==> src/common/msdec_defs.svh <==
// Constants shared by the modulator end and the decimator end.
// Assumes inclusion by bare name from the common folder.
`ifndef MSDEC_DEFS_SVH
`define MSDEC_DEFS_SVH
`define MSDEC_WORD_WIDTH     24
`define MSDEC_RATIO_DEFAULT  256
`define MSDEC_RATIO_MIN      16
`define MSDEC_RATIO_MAX      256
`define MSDEC_RESULT_BITS    16
`define MSDEC_LEVEL_WIDTH    16
`define MSDEC_LEVEL_ZERO     16'h0000
`define MSDEC_LEVEL_LIN_POS  16'h63ff
`define MSDEC_LEVEL_LIN_NEG  16'h9c01
`define MSDEC_LEVEL_CLIP_POS 16'h7fff
`define MSDEC_LEVEL_CLIP_NEG 16'h8001
`define MSDEC_DENS_LIN_POS   16'he3ff
`define MSDEC_DENS_LIN_NEG   16'h1c01
`define MSDEC_DENS_HALF      16'h8000
`define MSDEC_CLK_DIV_HALF   8'h04
`endif

==> src/common/msdec_pkg.sv <==
// Types shared by both ends of the modulator stream link.
// Assumes msdec_defs.svh is on the include path.
`include "msdec_defs.svh"
package msdec_pkg;
  typedef logic [`MSDEC_WORD_WIDTH-1:0]  msdec_word_type;
  typedef logic [`MSDEC_LEVEL_WIDTH-1:0] msdec_level_type;
endpackage : msdec_pkg

==> src/common/msdec_link_if.sv <==
// Link between modulator and decimator: clock from filter, bit back.
// Assumes both ends run on the same sys_clk.
`timescale 1ns/100ps
`default_nettype none
interface msdec_link_if;
  logic modulator_clock_in;
  logic stream_bit_in;
  modport modulator (input modulator_clock_in, output stream_bit_in);
  modport filter    (output modulator_clock_in, input stream_bit_in);
endinterface : msdec_link_if
`default_nettype wire

==> src/msdec_filter.sv <==
// Decimator end: drives the modulator clock, runs the sinc3 filter.
// Assumes the stream bit arrives from the far side, unsynchronised.
`timescale 1ns/100ps
`default_nettype none
`include "msdec_defs.svh"
module msdec_filter #(
  parameter int unsigned RATIO = `MSDEC_RATIO_DEFAULT
) (
  input  wire logic               sys_clk,
  input  wire logic               rst,
  input  wire logic               async_clear_n,
  msdec_link_if.filter            link,
  output msdec_pkg::msdec_word_type filter_result,
  output logic [`MSDEC_RESULT_BITS-1:0] result_word,
  output logic                    result_valid,
  output logic                    decimation_strobe
);
  localparam int unsigned DIV_HALF = `MSDEC_CLK_DIV_HALF;
  msdec_pkg::msdec_word_type ones_counter;
  msdec_pkg::msdec_word_type second_integrator;
  msdec_pkg::msdec_word_type third_integrator;
  msdec_pkg::msdec_word_type capture_reg;
  msdec_pkg::msdec_word_type previous_capture_reg;
  msdec_pkg::msdec_word_type first_difference_delay;
  msdec_pkg::msdec_word_type second_difference_delay;
  msdec_pkg::msdec_word_type first_difference;
  msdec_pkg::msdec_word_type second_difference;
  msdec_pkg::msdec_word_type next_result;
  logic [7:0]  div_count;
  logic        mod_clk;
  logic [8:0]  ratio_count;
  logic [2:0]  bit_sync;
  logic [2:0]  clr_sync;
  logic        clear;
  logic        sample_edge;

  // Clear is asynchronous in assertion; it reaches every register below except the divider and bit_sync
  always_ff @(posedge sys_clk or negedge async_clear_n) begin
    if (!async_clear_n) begin
      clr_sync <= 3'h0;
    end else begin
      clr_sync <= {clr_sync[1:0], 1'b1};
    end
  end
  // Release counts only once the last two stages are both high
  assign clear = rst | ~(clr_sync[2] & clr_sync[1]);

  // Modulator clock made here by dividing sys_clk
  always_ff @(posedge sys_clk) begin
    if (rst) begin
      div_count <= 8'h00;
    end else if (div_count == 8'(DIV_HALF - 1)) begin
      div_count <= 8'h00;
    end else begin
      div_count <= div_count + 8'h01;
    end
  end

  // Divider ignores the clear so the far end never sees the clock stop
  always_ff @(posedge sys_clk) begin
    if (rst) begin
      mod_clk <= 1'b0;
    end else if (div_count == 8'(DIV_HALF - 1)) begin
      mod_clk <= ~mod_clk;
    end
  end
  assign link.modulator_clock_in = mod_clk;
  // Rising edge about to happen: bit counted was set nine clocks earlier, after the falling edge one period back
  assign sample_edge = ~mod_clk & (div_count == 8'(DIV_HALF - 1));

  always_ff @(posedge sys_clk) begin
    if (rst) begin
      bit_sync <= 3'h0;
    end else begin
      bit_sync <= {bit_sync[1:0], link.stream_bit_in};
    end
  end

  // Integrators, one step per modulator rising edge
  always_ff @(posedge sys_clk) begin
    if (clear) begin
      ones_counter <= 24'h000000;
    end else if (sample_edge & bit_sync[2] & bit_sync[1]) begin
      ones_counter <= ones_counter + 24'h000001;
    end
  end

  // Wraps at 24 bits; the comb section undoes the wrap
  always_ff @(posedge sys_clk) begin
    if (clear) begin
      second_integrator <= 24'h000000;
    end else if (sample_edge) begin
      second_integrator <= second_integrator + ones_counter;
    end
  end

  always_ff @(posedge sys_clk) begin
    if (clear) begin
      third_integrator <= 24'h000000;
    end else if (sample_edge) begin
      third_integrator <= third_integrator + second_integrator;
    end
  end

  // Strobe every RATIO modulator periods
  always_ff @(posedge sys_clk) begin
    if (clear) begin
      ratio_count <= 9'h000;
    end else if (sample_edge) begin
      if (ratio_count == 9'(RATIO - 1)) begin
        ratio_count <= 9'h000;
      end else begin
        ratio_count <= ratio_count + 9'h001;
      end
    end
  end

  always_ff @(posedge sys_clk) begin
    if (clear) begin
      decimation_strobe <= 1'b0;
    end else begin
      decimation_strobe <= sample_edge & (ratio_count == 9'(RATIO - 1));
    end
  end

  always_ff @(posedge sys_clk) begin
    if (clear) begin
      capture_reg             <= 24'h000000;
      previous_capture_reg    <= 24'h000000;
      first_difference_delay  <= 24'h000000;
      second_difference_delay <= 24'h000000;
    end else if (decimation_strobe) begin
      capture_reg             <= third_integrator;
      previous_capture_reg    <= capture_reg;
      first_difference_delay  <= first_difference;
      second_difference_delay <= second_difference;
    end
  end

  // Comb section; response notches and -3 dB follow from the sinc3 form
  assign first_difference  = capture_reg - previous_capture_reg;
  assign second_difference = first_difference - first_difference_delay;
  assign next_result       = second_difference - second_difference_delay;

  // Registered result, updated the cycle after each capture
  logic strobe_d;
  always_ff @(posedge sys_clk) begin
    if (clear) begin
      strobe_d <= 1'b0;
    end else begin
      strobe_d <= decimation_strobe;
    end
  end

  always_ff @(posedge sys_clk) begin
    if (clear) begin
      result_valid <= 1'b0;
    end else begin
      result_valid <= strobe_d;
    end
  end

  always_ff @(posedge sys_clk) begin
    if (clear) begin
      filter_result <= 24'h000000;
    end else if (strobe_d) begin
      filter_result <= next_result;
    end
  end

  // Top 16 of 24 result bits; at ratio 256 a full-scale 2^24 wraps to 0
  always_ff @(posedge sys_clk) begin
    if (clear) begin
      result_word <= 16'h0000;
    end else if (strobe_d) begin
      result_word <= next_result[`MSDEC_WORD_WIDTH-1 -: `MSDEC_RESULT_BITS];
    end
  end
endmodule : msdec_filter
`default_nettype wire

==> src/flat_wrapper.sv <==
// flat-port wrapper written by rule: the top's interface ports become plain ports
module msdec_filter_flat 
#(
  parameter int unsigned RATIO = `MSDEC_RATIO_DEFAULT
)
  (sys_clk, rst, async_clear_n, filter_result, result_word, result_valid, decimation_strobe, link_modulator_clock_in, link_stream_bit_in);
  msdec_link_if link_i ();
  input  wire logic sys_clk;
  input  wire logic rst;
  input  wire logic async_clear_n;
  output msdec_pkg::msdec_word_type filter_result;
  output logic [`MSDEC_RESULT_BITS-1:0] result_word;
  output logic result_valid;
  output logic decimation_strobe;
  output wire logic [$bits(link_i.modulator_clock_in)-1:0] link_modulator_clock_in;
  input wire logic [$bits(link_i.stream_bit_in)-1:0] link_stream_bit_in;
  assign link_modulator_clock_in = link_i.modulator_clock_in;
  assign link_i.stream_bit_in = link_stream_bit_in;
  msdec_filter #(.RATIO(RATIO)) u_core (.sys_clk(sys_clk), .rst(rst), .async_clear_n(async_clear_n), .link(link_i), .filter_result(filter_result), .result_word(result_word), .result_valid(result_valid), .decimation_strobe(decimation_strobe));
endmodule
==> config.mk <==
export PLATFORM = sky130hd
export DESIGN_NAME = msdec_filter_flat
export DESIGN_NICKNAME = d
export VERILOG_FILES = /design/src/common/msdec_pkg.sv /design/src/common/msdec_link_if.sv /design/src/msdec_filter.sv /design/src/flat_wrapper.sv
export VERILOG_INCLUDE_DIRS = /design/src /design/src/common
export SDC_FILE = /design/constraint.sdc
export NUM_CORES = 1
export LEC_CHECK = 0
export BUFFER_PORTS_ARGS = -buffer_cell sky130_fd_sc_hd__buf_2
export CAP_MARGIN = 30
export CORE_MARGIN = 1.5
export CORE_UTILIZATION = 63
export DETAILED_ROUTE_END_ITERATION = 8
export PLACE_DENSITY = 0.77
export SYNTH_ARGS = -nofsm -noshare
export SYNTH_HDL_FRONTEND = slang
export SYNTH_SLANG_ARGS = --single-unit
==> constraint.sdc <==
create_clock -name sys_clk -period 7 [get_ports sys_clk]
set_input_delay 0.7 -clock sys_clk [delete_from_list [all_inputs] [get_ports sys_clk]]
set_output_delay 0.7 -clock sys_clk [all_outputs]
set_load 0.03 [all_outputs]
Word-level counts from Yosys, hierarchy flattened
Index checks and enable logic that the tools add are counted.
- register bits after elaboration: 235
- input bits: 4
- output and inout port bits: 43
- logic and storage cells: 37
- $add $sub $neg: 8
- equality and inequality tests: 2
- mux-type cells: 1
- bitwise gates (word level): 8
- reductions and logical operators: 1
- operators by type and width (cell ; number):
    subtractor 24 bit ; 3
    adder 24 bit ; 2
    adder 24 x 1 -> 24 bit (second input constant) ; 1
    adder 9 x 1 -> 9 bit (second input constant) ; 1
    equality test 9 x 8 -> 1 bit (second input constant) ; 1
    2-to-1 mux 9 bit ; 1
    adder 8 x 1 -> 8 bit (second input constant) ; 1
    equality test 8 x 2 -> 1 bit (second input constant) ; 1
    bitwise AND 1 bit ; 5
    NOT 1 bit ; 2
    OR reduction 2 bit ; 1
    bitwise OR 1 bit ; 1

Longest topological paths before layout
Gate-level depths: netlist of run 1.
- depth in word-level cells: 4
- depth in mapped cells: 30
- depth with buffers taken out: 30

Worst setup path after synthesis of run 1
OpenSTA, ideal clock, no wires.
- path type: reg-to-reg
- from: reg u_core.capture_reg[0]
- to: reg u_core.result_word[15]
- setup time: 119 ps
- arrival: 5806 ps
- required time: 6881 ps
- setup slack: 1075 ps
- cell stages (with the launch flop): 30
- path buffers: 0
- period minus slack after synthesis: 5925 ps
- cells stage by stage: dfxtp_1 inv_1 ha_1 inv_1 fa_1 a21o_1 a21o_1 a2111o_1 a21oi_1 o21ai_0 a21o_1 a21oi_1 xnor2_1 ha_1 a21o_1 a221o_1 o21ai_0 o21ai_0 nand2b_1 o41ai_1 xor2_1 inv_1 ha_1 and2_1 o21a_1 a31oi_1 mux2_2 nand2_1 and4_4 nor3_2
- cells in the longest elaborated chain, start to end: 3
- RTL lines (item ; line ; text):
    from (decl) ; msdec_filter.sv:22 ; msdec_pkg::msdec_word_type capture_reg;
    from (signal assigned) ; msdec_filter.sv:133 ; capture_reg <= third_integrator;
    subtractor 24 bit ; msdec_filter.sv:141 ; assign first_difference = capture_reg - previous_capture_reg;
    net u_core.first_difference[12] ; msdec_filter.sv:26 ; msdec_pkg::msdec_word_type first_difference;
    subtractor 24 bit ; msdec_filter.sv:142 ; assign second_difference = first_difference - first_difference_delay;
    net u_core.second_difference[18] ; msdec_filter.sv:27 ; msdec_pkg::msdec_word_type second_difference;
    subtractor 24 bit ; msdec_filter.sv:143 ; assign next_result = second_difference - second_difference_delay;
    to (signal assigned) ; msdec_filter.sv:176 ; result_word <= next_result[`MSDEC_WORD_WIDTH-1 -: `MSDEC_RESULT_BITS];
    to (decl) ; msdec_filter.sv:14 ; output logic [`MSDEC_RESULT_BITS-1:0] result_word,
The timed path passes the listed nets, and every way through them passes these cells.
A chain may end at the register's enable or synchronous reset.

Worst setup path in the final report of run 1
- from: reg u_core.capture_reg[0]
- to: reg u_core.result_word[13]
Same word-level chain as after synthesis.

==> impl_metrics.tcl, run 1 <==
set metrics [dict create \
    final_nets 1731 \
    layout-drive-gt1-share 0.0728 \
    rrSetupSlack_ns 0.48 \
    finalMaxSlewViolations 0 \
    vias 10500 \
    arrival_ns 6.98 \
    drv_cap 0 \
    grt_pass1_vias 10300 \
    cts_sinks 219 \
    peakVddDrop_mv 0.212 \
    yosys.area.top_type_share 0.325 \
    fmax_mhz 153 \
    die_w_microns 148 \
    top_level_ports 47 \
    placed_cell_area_sq_um 13600 \
    slew_headroom 0.356 \
    fin_setup_tns_ns 0 \
    slowest_stage "or4b_2" \
    die_y_microns 148 \
    clockRootBuffer "clkbuf_16" \
    die_area_sq_um 22000 \
    status "completed" \
    max_stage_delay_ns 0.62 \
    reg2regPathDepth 29 \
    holdCritPathClass "flop to flop" \
    async_reset_ff_frac 0.0137 \
    totalPowerFinal_mw 2.53 \
    cp-end-kind "flop" \
    r2r_end "u_core.result_word[13]" \
    post_cts_buffers 0 \
    cp_max_fo 5 \
    rsz0062_at_grt "no" \
    grt_first_pass_wirelength_microns 44300 \
    synth_ff_type "dfxtp_1" \
    min_delay_worst_endpoint "u_core.clr_sync[1]" \
    drtIter0Drc 357 \
    setup_viol 0 \
    netlist.top_cell.by_area "dfxtp_1" \
    yosysWarnings 0 \
    dr.pass1.iters 5 \
    fp.coreArea_sq_um 20900 \
    worstHoldPathCells 0 \
    portBuffers 46 \
    max-clock-path-buffers 3 \
    fin_area_sq_um 14500 \
    crit_required_ns 7.46 \
    crit_type "flop to flop" \
    synth_area_sq_um 13300 \
    crit_top_cell "a21o_1" \
    core.rowCount 53 \
    skew_ns 0.0109 \
    ys_ff_latch 219 \
    h-tree-depth 1 \
    ys_top_cells_by_area "dfxtp_1 (32%), ha_1 (11%), mux2i_1 (7.7%), nor2_1 (6.0%), a21oi_1 (4.3%)" \
    ys_seq_area_frac 0.330 \
    min_period_ns 6.52 \
    syn_area_per_cell_sq_um 8.36 \
    via_per_inst 5.55 \
    gp_congestion 0.895 \
    final-hold-violation-count 0 \
    cts_tree "yes" \
    yosysMostFrequentCell "dfxtp_1" \
    wl_per_cell_microns 13.2 \
    diodes 0 \
    yosysUniqueCellTypes 77 \
    gr-total-overflow 0 \
    r2r_start "u_core.capture_reg[0]" \
    grtUsageTotal 0.233 \
    fin_crit_sh 0.932 \
    route.detailed.drc 0 \
    initial_utilization 0.638 \
    path_clk_slew_ns 0.06 \
    synth_common_cells "dfxtp_1 (216), nor2_1 (214), nand2_1 (129)" \
    synth_cells 1593 \
    syn_nets 1720 \
    synth_edf_count 0 \
    dp_hpwl_microns 17600 \
    wl_microns 25100 \
    clock_latency_ns 0.52 \
    numCtsBuffers 25 \
    hold_ws_ns 0.363 \
    hold_start "u_core.clr_sync[0]" \
    worstMarginPinSlew_ns 0.966 \
    grt_max_degree 191 \
    cellLeakagePower_nw 5.58 \
    ant_nets 0 \
    syn_to_final_growth_pct 8.48 \
    start_kind "flop" \
    power_density_nw_per_um2 175 \
    antenna_found_initial 0 \
]
[cells in the final DEF (no fill, tap or decap), drive strengths merged, types with 9 or more instances in the layout]
cell type and instances:
or3 20, a211oi 18, and3 15, nand3 39, xor2 54, clkbuf 37, a31oi 15, nand2 129
xnor2 63, ha 118, nor2 215, o21ai 62, o21bai 9, inv 106, mux2i 103, o21a 19
nor2b 19, a21o 46, nor3 16, nand4 18, nand2b 11, buf 53, dfxtp 216, a21oi 116
[worst max path at each step]
stage                                     start                     end  cells past startpoint
final                     u_core.capture_reg[0]  u_core.result_word[13]                     29
after global routing      u_core.capture_reg[0]  u_core.result_word[15]                     29
after CTS                 u_core.capture_reg[0]  u_core.result_word[15]                     29
after detailed placement  u_core.capture_reg[0]  u_core.result_word[15]                     29
after global placement    u_core.capture_reg[0]  u_core.result_word[15]                     29
after floorplan           u_core.capture_reg[0]  u_core.result_word[15]                     29
[cell type report]
cell class	instances	area, sq um
tap	275	344
sequential	219	4400
clock buffer	37	701
inverter	105	394
multi-input combinational	1199	8220
clock inverter	7	66.3
fill	1724	6440
timing repair buffer	54	325
[power by group]
| group | total (mW) | internal [mW] | switching [mW] |
|---|---|---|---|
| clock network | 1.23 | 0.726 | 0.501 |
| registers | 1.25 | 1.25 | 0.00375 |
| logic | 0.0449 | 0.00892 | 0.0360 |
[critical path, delay by kind of cell, from the launching register on]
| kind | cells | cell delay [ns] |
|---|---|---|
| xor gates and xnor gates | 2 | 0.35 |
| AOI/OAI and AO/OA | 16 | 3.29 |
| DFF | 1 | 0.32 |
| buffers and inverters | 2 | 0.11 |
| and+or+nand+nor | 5 | 1.14 |
| adders and majority gates | 4 | 1.25 |
[metal layers]
layer  routed length [microns]  part of all wire  up-vias  track usage
met5                         0                 0        -            0
met4                       730             0.029        0       0.0802
met3                       785             0.031       56       0.0291
met2                     11800              0.47      163        0.423
met1                     11800              0.47     4769        0.284
li1                          -                 -     5543            -
[what timing repair did]
item                       CTS  global route
resized for setup            0             2
hold buffers                 1             0
setup endpoints to repair    0             2
hold endpoints to repair     3             0
[per-stage QoR]
| stage | instances | setup slack (ns) | util |
|---|---|---|---|
| 2_1_floorplan | 1593 | 1.08 | - |
| 3_3_place_gp | 1850 | 0.671 | 0.653 |
| 3_5_place_dp | 1850 | 0.485 | 0.653 |
| 4_1_cts | 1895 | 0.409 | 0.690 |
| 5_1_grt | 1896 | 0.0296 | 0.692 |
| 6_report | 1896 | 0.477 | 0.692 |
[kinds of logic after synthesis]
logic type,synth area share
adder cells (fa/ha/maj),0.118
other,0.000282
AND/OR/NAND/NOR,0.176
multiplexers,0.0791
flip-flops,0.330
XOR/XNOR,0.0769
AO/OA/AOI/OAI,0.165
buffers and inverters,0.0542
No activity file was read; power rests on OpenSTA's default activity.
==> inputs of run 2 (changes only) <==
RECOVER_POWER = 50   (was default)
clock period = 7.3 ns   (was 7 ns; I/O delays follow)
==> run 2 against run 1 <==
  * The flow now finishes with violations (max-capacitance violations, max-slew violations)
  * Combinational power decreased by 6.9%
  * Design area decreased by 0.33%
  * Via count increased by 1.1%
  * Sequential share of layout area increased by 0.074 points
  * Clock skew increased by 0.0052 ns
  * Wire length increased by 1.5%
  * Clock power about the same
==> impl_metrics.tcl, run 2 (synthesis gave the netlist of run 1 again) <==
set metrics [dict create \
    status "complete, but fails checks" \
    violations "max-capacitance violations, max-slew violations" \
    hold_ws_ns 0.359 \
    power_density_nw_per_um2 174 \
    cellLeakagePower_nw 5.39 \
    finalMaxSlewViolations 390 \
    numCtsBuffers 25 \
    layout.cells.non_filler 1897 \
    gr-total-overflow 0 \
    holdCritPathClass "flop to flop" \
    min_period_ns 6.50 \
    fmax_mhz 154 \
    arrival_ns 6.92 \
    final-hold-violation-count 0 \
    wl_per_cell_microns 13.4 \
    grtUsageTotal 0.237 \
    slowest_stage "a2111o_1" \
    power_frac_clock 0.503 \
    drv_cap 7 \
    grt_first_pass_wirelength_microns 45100 \
    path_clk_slew_ns 0.06 \
    dr.pass1.iters 5 \
    peakVddDrop_mv 0.183 \
    post_cts_buffers 0 \
    antenna_found_initial 0 \
    grt_max_degree 93 \
    clock_latency_ns 0.54 \
    max-clock-path-buffers 3 \
    worstMarginPinSlew_ns 3.86 \
    cts_tree "yes" \
    final_cell_mix "dfxtp_1 (216), nor2_1 (213), nand2_1 (129), ha_1 (118), a21oi_1 (115)" \
    dp_hpwl_microns 18000 \
    clockRootBuffer "clkbuf_16" \
    crit_required_ns 7.72 \
    place_inst 1851 \
    fin_crit_sh 0.890 \
    initial_utilization 0.638 \
    cp_max_fo 5 \
    top_level_ports 47 \
    die_area_sq_um 22000 \
    placed_cell_area_sq_um 13600 \
    skew_ns 0.0161 \
    final_nets 1731 \
    p_seq_frac 0.480 \
    via_per_inst 5.62 \
    vias 10700 \
    swShare 0.214 \
    layout-drive-gt1-share 0.0438 \
    cp-end-kind "flop" \
    gp_congestion 0.893 \
    grt_pass1_vias 10400 \
    fin_setup_tns_ns 0 \
    internal_power_mw 1.97 \
    comb_power_share 0.017 \
    start_kind "flop" \
    layout_commonest_cell "dfxtp_1" \
    portBuffers 46 \
    fp.coreArea_sq_um 20900 \
    die_y_microns 148 \
    drtIter0Drc 428 \
    fin_area_sq_um 14400 \
    regArea_sq_um 4400 \
    ant_nets 0 \
    setup_viol 0 \
    diodes 0 \
    wl_microns 25500 \
    fillerInstances 1744 \
    crit_type "flop to flop" \
    slew_headroom -1.57 \
    netSwitchingPower_uw 535 \
    crit_top_cell "a21o_1" \
    multiInputGateArea_sq_um 8210 \
    die_w_microns 148 \
    core.rowCount 53 \
    max_stage_delay_ns 0.45 \
    cts_sinks 219 \
    rsz0062_at_grt "no" \
    h-tree-depth 1 \
    route.detailed.drc 0 \
    syn_to_final_growth_pct 8.13 \
]
## run 2: cell types whose count changed in the layout (fill, tap and decap cells not counted), sizes merged
| cell | before | now |
|---|---|---|
| bufinv | 1 | 2 |
| clkinv | 4 | 5 |
| clkbuf | 37 | 85 |
| buf | 53 | 4 |
## run 2: per-stage QoR
| stage | worst slack, ns | util | total power [mW] |
|---|---|---|---|
| 2_1_floorplan | 1.38 | - | 1.26 |
| 3_3_place_gp | 0.979 | 0.653 | 1.27 |
| 3_5_place_dp | 0.843 | 0.653 | 1.27 |
| 4_1_cts | 0.825 | 0.693 | 2.54 |
| 5_1_grt | 0.351 | 0.689 | 2.59 |
| 6_report | 0.801 | 0.689 | 2.51 |
## run 2: worst max-delay path, delay by kind of cell, from the launching register on
family,cells,cell delay [ns]
AO/OA/AOI/OAI,14,3.21
XOR/XNOR,2,0.41
adder cells (fa/ha/maj),4,1.22
buffers and inverters,3,0.18
flip-flops,1,0.32
multiplexers,1,0.37
AND/OR/NAND/NOR,5,0.68
## run 2: cell type report
| cell class | count | area share |
|---|---|---|
| Sequential cell | 219 | 0.305 |
| Multi-Input combinational cell | 1199 | 0.570 |
| Clock buffer | 36 | 0.0505 |
| Tap cell | 275 | 0.0239 |
| Inverter | 105 | 0.0274 |
| Clock inverter | 9 | 0.00782 |
| Timing Repair Buffer | 54 | 0.0152 |
## run 2: layer usage
| metal | vias to the layer above | track usage | routed length (microns) |
|---|---|---|---|
| met5 | - | 0 | 0 |
| met4 | 0 | 0.0693 | 519 |
| met3 | 46 | 0.0288 | 875 |
| met2 | 170 | 0.435 | 12300 |
| met1 | 4894 | 0.291 | 11800 |
| li1 | 5542 | - | - |
## run 2: power by group through the flow
| stage | registers, mW | logic (mW) | clock network [mW] |
|---|---|---|---|
| after global placement | 1.23 | 0.0421 | 0 |
| after global routing | 1.20 | 0.0469 | 1.34 |
| final | 1.20 | 0.0418 | 1.26 |
| after detailed placement | 1.23 | 0.0428 | 0 |
| after CTS | 1.20 | 0.0433 | 1.29 |
| after floorplan | 1.23 | 0.0308 | 0 |
## run 2: final timing paths
kind,startpoint,end,slack (ns),cells past startpoint
worst max register to register,u_core.capture_reg[0],u_core.result_word[15],0.80,29
worst max-delay path,u_core.capture_reg[0],u_core.result_word[15],0.80,29
min in group asynchronous,async_clear_n,u_core.clr_sync[2],0.52,2
worst min-delay path,u_core.clr_sync[0],u_core.clr_sync[1],0.36,0
worst min register to register,u_core.clr_sync[0],u_core.clr_sync[1],0.36,0
max in group asynchronous,async_clear_n,u_core.clr_sync[1],6.62,2
## run 2: repair_timing
action / in CTS / in global routing
hold endpoints to repair: 3 / 0
resized for setup: 0 / 0
hold buffers: 1 / 0
==> inputs of run 3 (changes only) <==
ABC_AREA = 1   (was default)
CORE_UTILIZATION = 64   (was 63)
CTS_CLUSTER_DIAMETER = 50   (was default)
PLACE_DENSITY = 0.78   (was 0.77)
==> run 3 against run 2 <==
  * First-iteration DRC count is 130% higher
  * Power is 11% higher
  * Non-clock buffer count is 1 higher
  * Clock skew is 0.014 ns higher
  * Wire length is 46% higher
  * Final cell count is 32% higher
  * The run still ends with max-capacitance violations, max-slew violations left
  * Fmax is 15% higher
  * Critical path depth is 16 lower
  * Largest cell class unchanged
  * Worst setup slack better by 0.83 ns
  * Sequential power hardly changed
  * Highest routed layer unchanged
  * Area after synthesis is 11% higher
  * Worst hold slack worse by 0.011 ns
  * Critical path type unchanged
==> impl_metrics.tcl, run 3 <==
set metrics [dict create \
    r2r_start "u_core.div_count[0]" \
    synth_area_sq_um 14800 \
    dr.pass1.iters 5 \
    layout-drive-gt1-share 0.0382 \
    ant_nets 0 \
    dp_hpwl_microns 27500 \
    vias 14000 \
    swShare 0.217 \
    drv_cap 5 \
    path_cells "ha_1 -> nand3_1 -> nor2_1 -> inv_1 -> nor2_4 -> clkbuf_1 -> inv_1 -> nor2_1 -> nand3_1 -> nor3_2 -> nand2_1 -> xor2_1 -> nor2_1" \
    fillerInstances 2003 \
    wl_per_cell_microns 14.8 \
    setup_viol 0 \
    grt_pass1_vias 13000 \
    top_level_ports 47 \
    power_frac_clock 0.545 \
    netlist.top_cell.by_area "dfxtp_1" \
    max-clock-path-buffers 3 \
    final_cell_mix "inv_1 (395), nand2_1 (392), dfxtp_1 (215), a21oi_1 (214), o21ai_0 (202)" \
    cts_tree "yes" \
    grt_max_degree 86 \
    worstMarginPinSlew_ns 3.34 \
    start_kind "flop" \
    numCtsBuffers 29 \
    power_density_nw_per_um2 174 \
    fp.coreArea_sq_um 22600 \
    max_stage_delay_ns 1.72 \
    layout_commonest_cell "inv_1" \
    place_inst 2455 \
    peakVddDrop_mv 0.238 \
    synth-compound-area-share 0.194 \
    cp_max_fo 56 \
    cts_sinks 219 \
    cp-end-kind "flop" \
    synth_common_cells "inv_1 (393), nand2_1 (392), dfxtp_1 (216)" \
    fin_crit_sh 0.776 \
    final-hold-violation-count 0 \
    grtUsageTotal 0.312 \
    holdCritPathClass "flop to flop" \
    async_reset_ff_frac 0.0137 \
    drtIter0Drc 1002 \
    portBuffers 46 \
    cellLeakagePower_nw 8.11 \
    grt_first_pass_wirelength_microns 62400 \
    path_clk_slew_ns 0.06 \
    wl_microns 37100 \
    status "complete, but fails checks" \
    post_cts_buffers 0 \
    synth_fa_ha_area_frac 0.107 \
    crit_required_ns 7.69 \
    final_nets 2329 \
    comb_power_share 0.023 \
    path_delay_family "buffers and inverters" \
    rsz0062_at_grt "no" \
    fmax_mhz 177 \
    syn_area_per_cell_sq_um 6.74 \
    layout.cells.non_filler 2509 \
    synthMuxAreaShare 0 \
    skew_ns 0.0301 \
    antenna_found_initial 0 \
    syn_nets 2316 \
    fin_setup_tns_ns 0 \
    initial_utilization 0.652 \
    netSwitchingPower_uw 606 \
    synth_ff_type "dfxtp_1" \
    h-tree-depth 1 \
    critPathBufInv 3 \
    yosysUniqueCellTypes 52 \
    min_period_ns 5.67 \
    die_y_microns 155 \
    yosysMostFrequentCell "inv_1" \
    yosysWarnings 0 \
    die_w_microns 155 \
    yosys.area.top_type_share 0.293 \
    ys_seq_area_frac 0.298 \
    synth_cells 2189 \
    gr-total-overflow 0 \
    slew_headroom -1.23 \
    diodes 0 \
    internal_power_mw 2.19 \
    crit_top_cell "nor2_1" \
    ys_top_cells_by_area "dfxtp_1 (29%), ha_1 (10%), inv_1 (10%), nand2_1 (10%), a21oi_1 (7.3%)" \
    critPathLaunch "u_core.div_count[0]" \
    gp_congestion 0.927 \
    die_area_sq_um 24000 \
    slowest_stage "clkbuf_1" \
    hold_start "u_core.clr_sync[0]" \
    synth_edf_count 0 \
    violations "max-capacitance violations, max-slew violations" \
    core.rowCount 55 \
    synth_top_family_by_area "simple AND/OR/NAND/NOR gates" \
    cts_resized 0 \
    clockRootBuffer "clkbuf_16" \
    route.detailed.drc 0 \
    yosys.area_share.xor_xnor 0.0540 \
    syn_to_final_growth_pct 8.60 \
    clock_latency_ns 0.56 \
    arrival_ns 6.06 \
    ys_ff_latch 219 \
    crit_type "flop to flop" \
    via_per_inst 5.60 \
    synth-simple-area-share 0.222 \
    p_seq_frac 0.433 \
    finalMaxSlewViolations 293 \
]
==> run 3: cell types whose count changed in the layout (fill, tap and decap cells not counted), sizes merged, moves of 20 or more <==
cell   previous run  this run
a21oi           116       217
nor2            215       173
xnor2            63        38
or3              20         0
inv             106       400
mux2i           103         0
nand2           129       392
o21ai            62       212
nor3             16        38
nand3            39       104
a21o             46        14
==> run 3: final cells by class <==
class                   instances  area (sq um)  share of cell area
flip-flops and latches        219          4400               0.275
multi-input cells            1497          8490               0.530
clock buffers                  38           820              0.0511
repair buffers                 55           231              0.0144
inverters                     400          1510              0.0939
well taps                     285           357              0.0222
clock inverters                15           223              0.0139
==> run 3: cell families (layout without fill, tap and decap cells) <==
group | after synthesis | in the layout
other | 1 | 1
adder cells (fa/ha/maj) | 123 | 123
flip-flops | 219 | 219
AND/OR/NAND/NOR | 759 | 759
AO/OA/AOI/OAI | 523 | 523
buffers and inverters | 473 | 508
XOR/XNOR | 91 | 91
==> run 3: metrics by stage <==
step	worst slack, ns	total power [mW]	hold WS (ns)	instance area [sq um]	utilization
global route	0.933	2.87	0.374	16000	0.708
finish	1.63	2.79	0.348	16000	0.708
detailed placement	2.13	1.30	0.335	15100	0.666
floorplan	2.94	1.28	0.331	14800	-
CTS	2.08	2.81	0.348	16100	0.713
global placement	2.13	1.30	0.332	15100	0.666
==> run 3: repair_timing <==
| action | in CTS | in global routing |
|---|---|---|
| hold buffers | 1 | 0 |
| setup endpoints to repair | 0 | 0 |
| endpoints found under the hold margin | 3 | 0 |
==> run 3: layer usage <==
metal | share of wire | global-route usage
met1 | 0.49 | 0.444
met2 | 0.44 | 0.506
met5 | 0 | 0
met3 | 0.056 | 0.0451
met4 | 0.015 | 0.0572
==> run 3: path summary, 6_finish.rpt <==
path	to	slack (ns)	depth (start not counted)
max	u_core.ratio_count[7]	1.63	13
min	u_core.clr_sync[1]	0.35	0
max reg2reg	u_core.ratio_count[7]	1.63	13
min reg2reg	u_core.clr_sync[1]	0.35	0
max in group asynchronous	u_core.clr_sync[2]	6.61	2
min in group asynchronous	u_core.clr_sync[0]	0.52	2
==> run 3: power by group through the flow <==
stage	clock network (mW)	logic, mW	registers [mW]
after floorplan	0	0.0480	1.23
after global placement	0	0.0615	1.23
after detailed placement	0	0.0632	1.23
after CTS	1.54	0.0641	1.21
after global routing	1.59	0.0722	1.21
final	1.52	0.0638	1.21
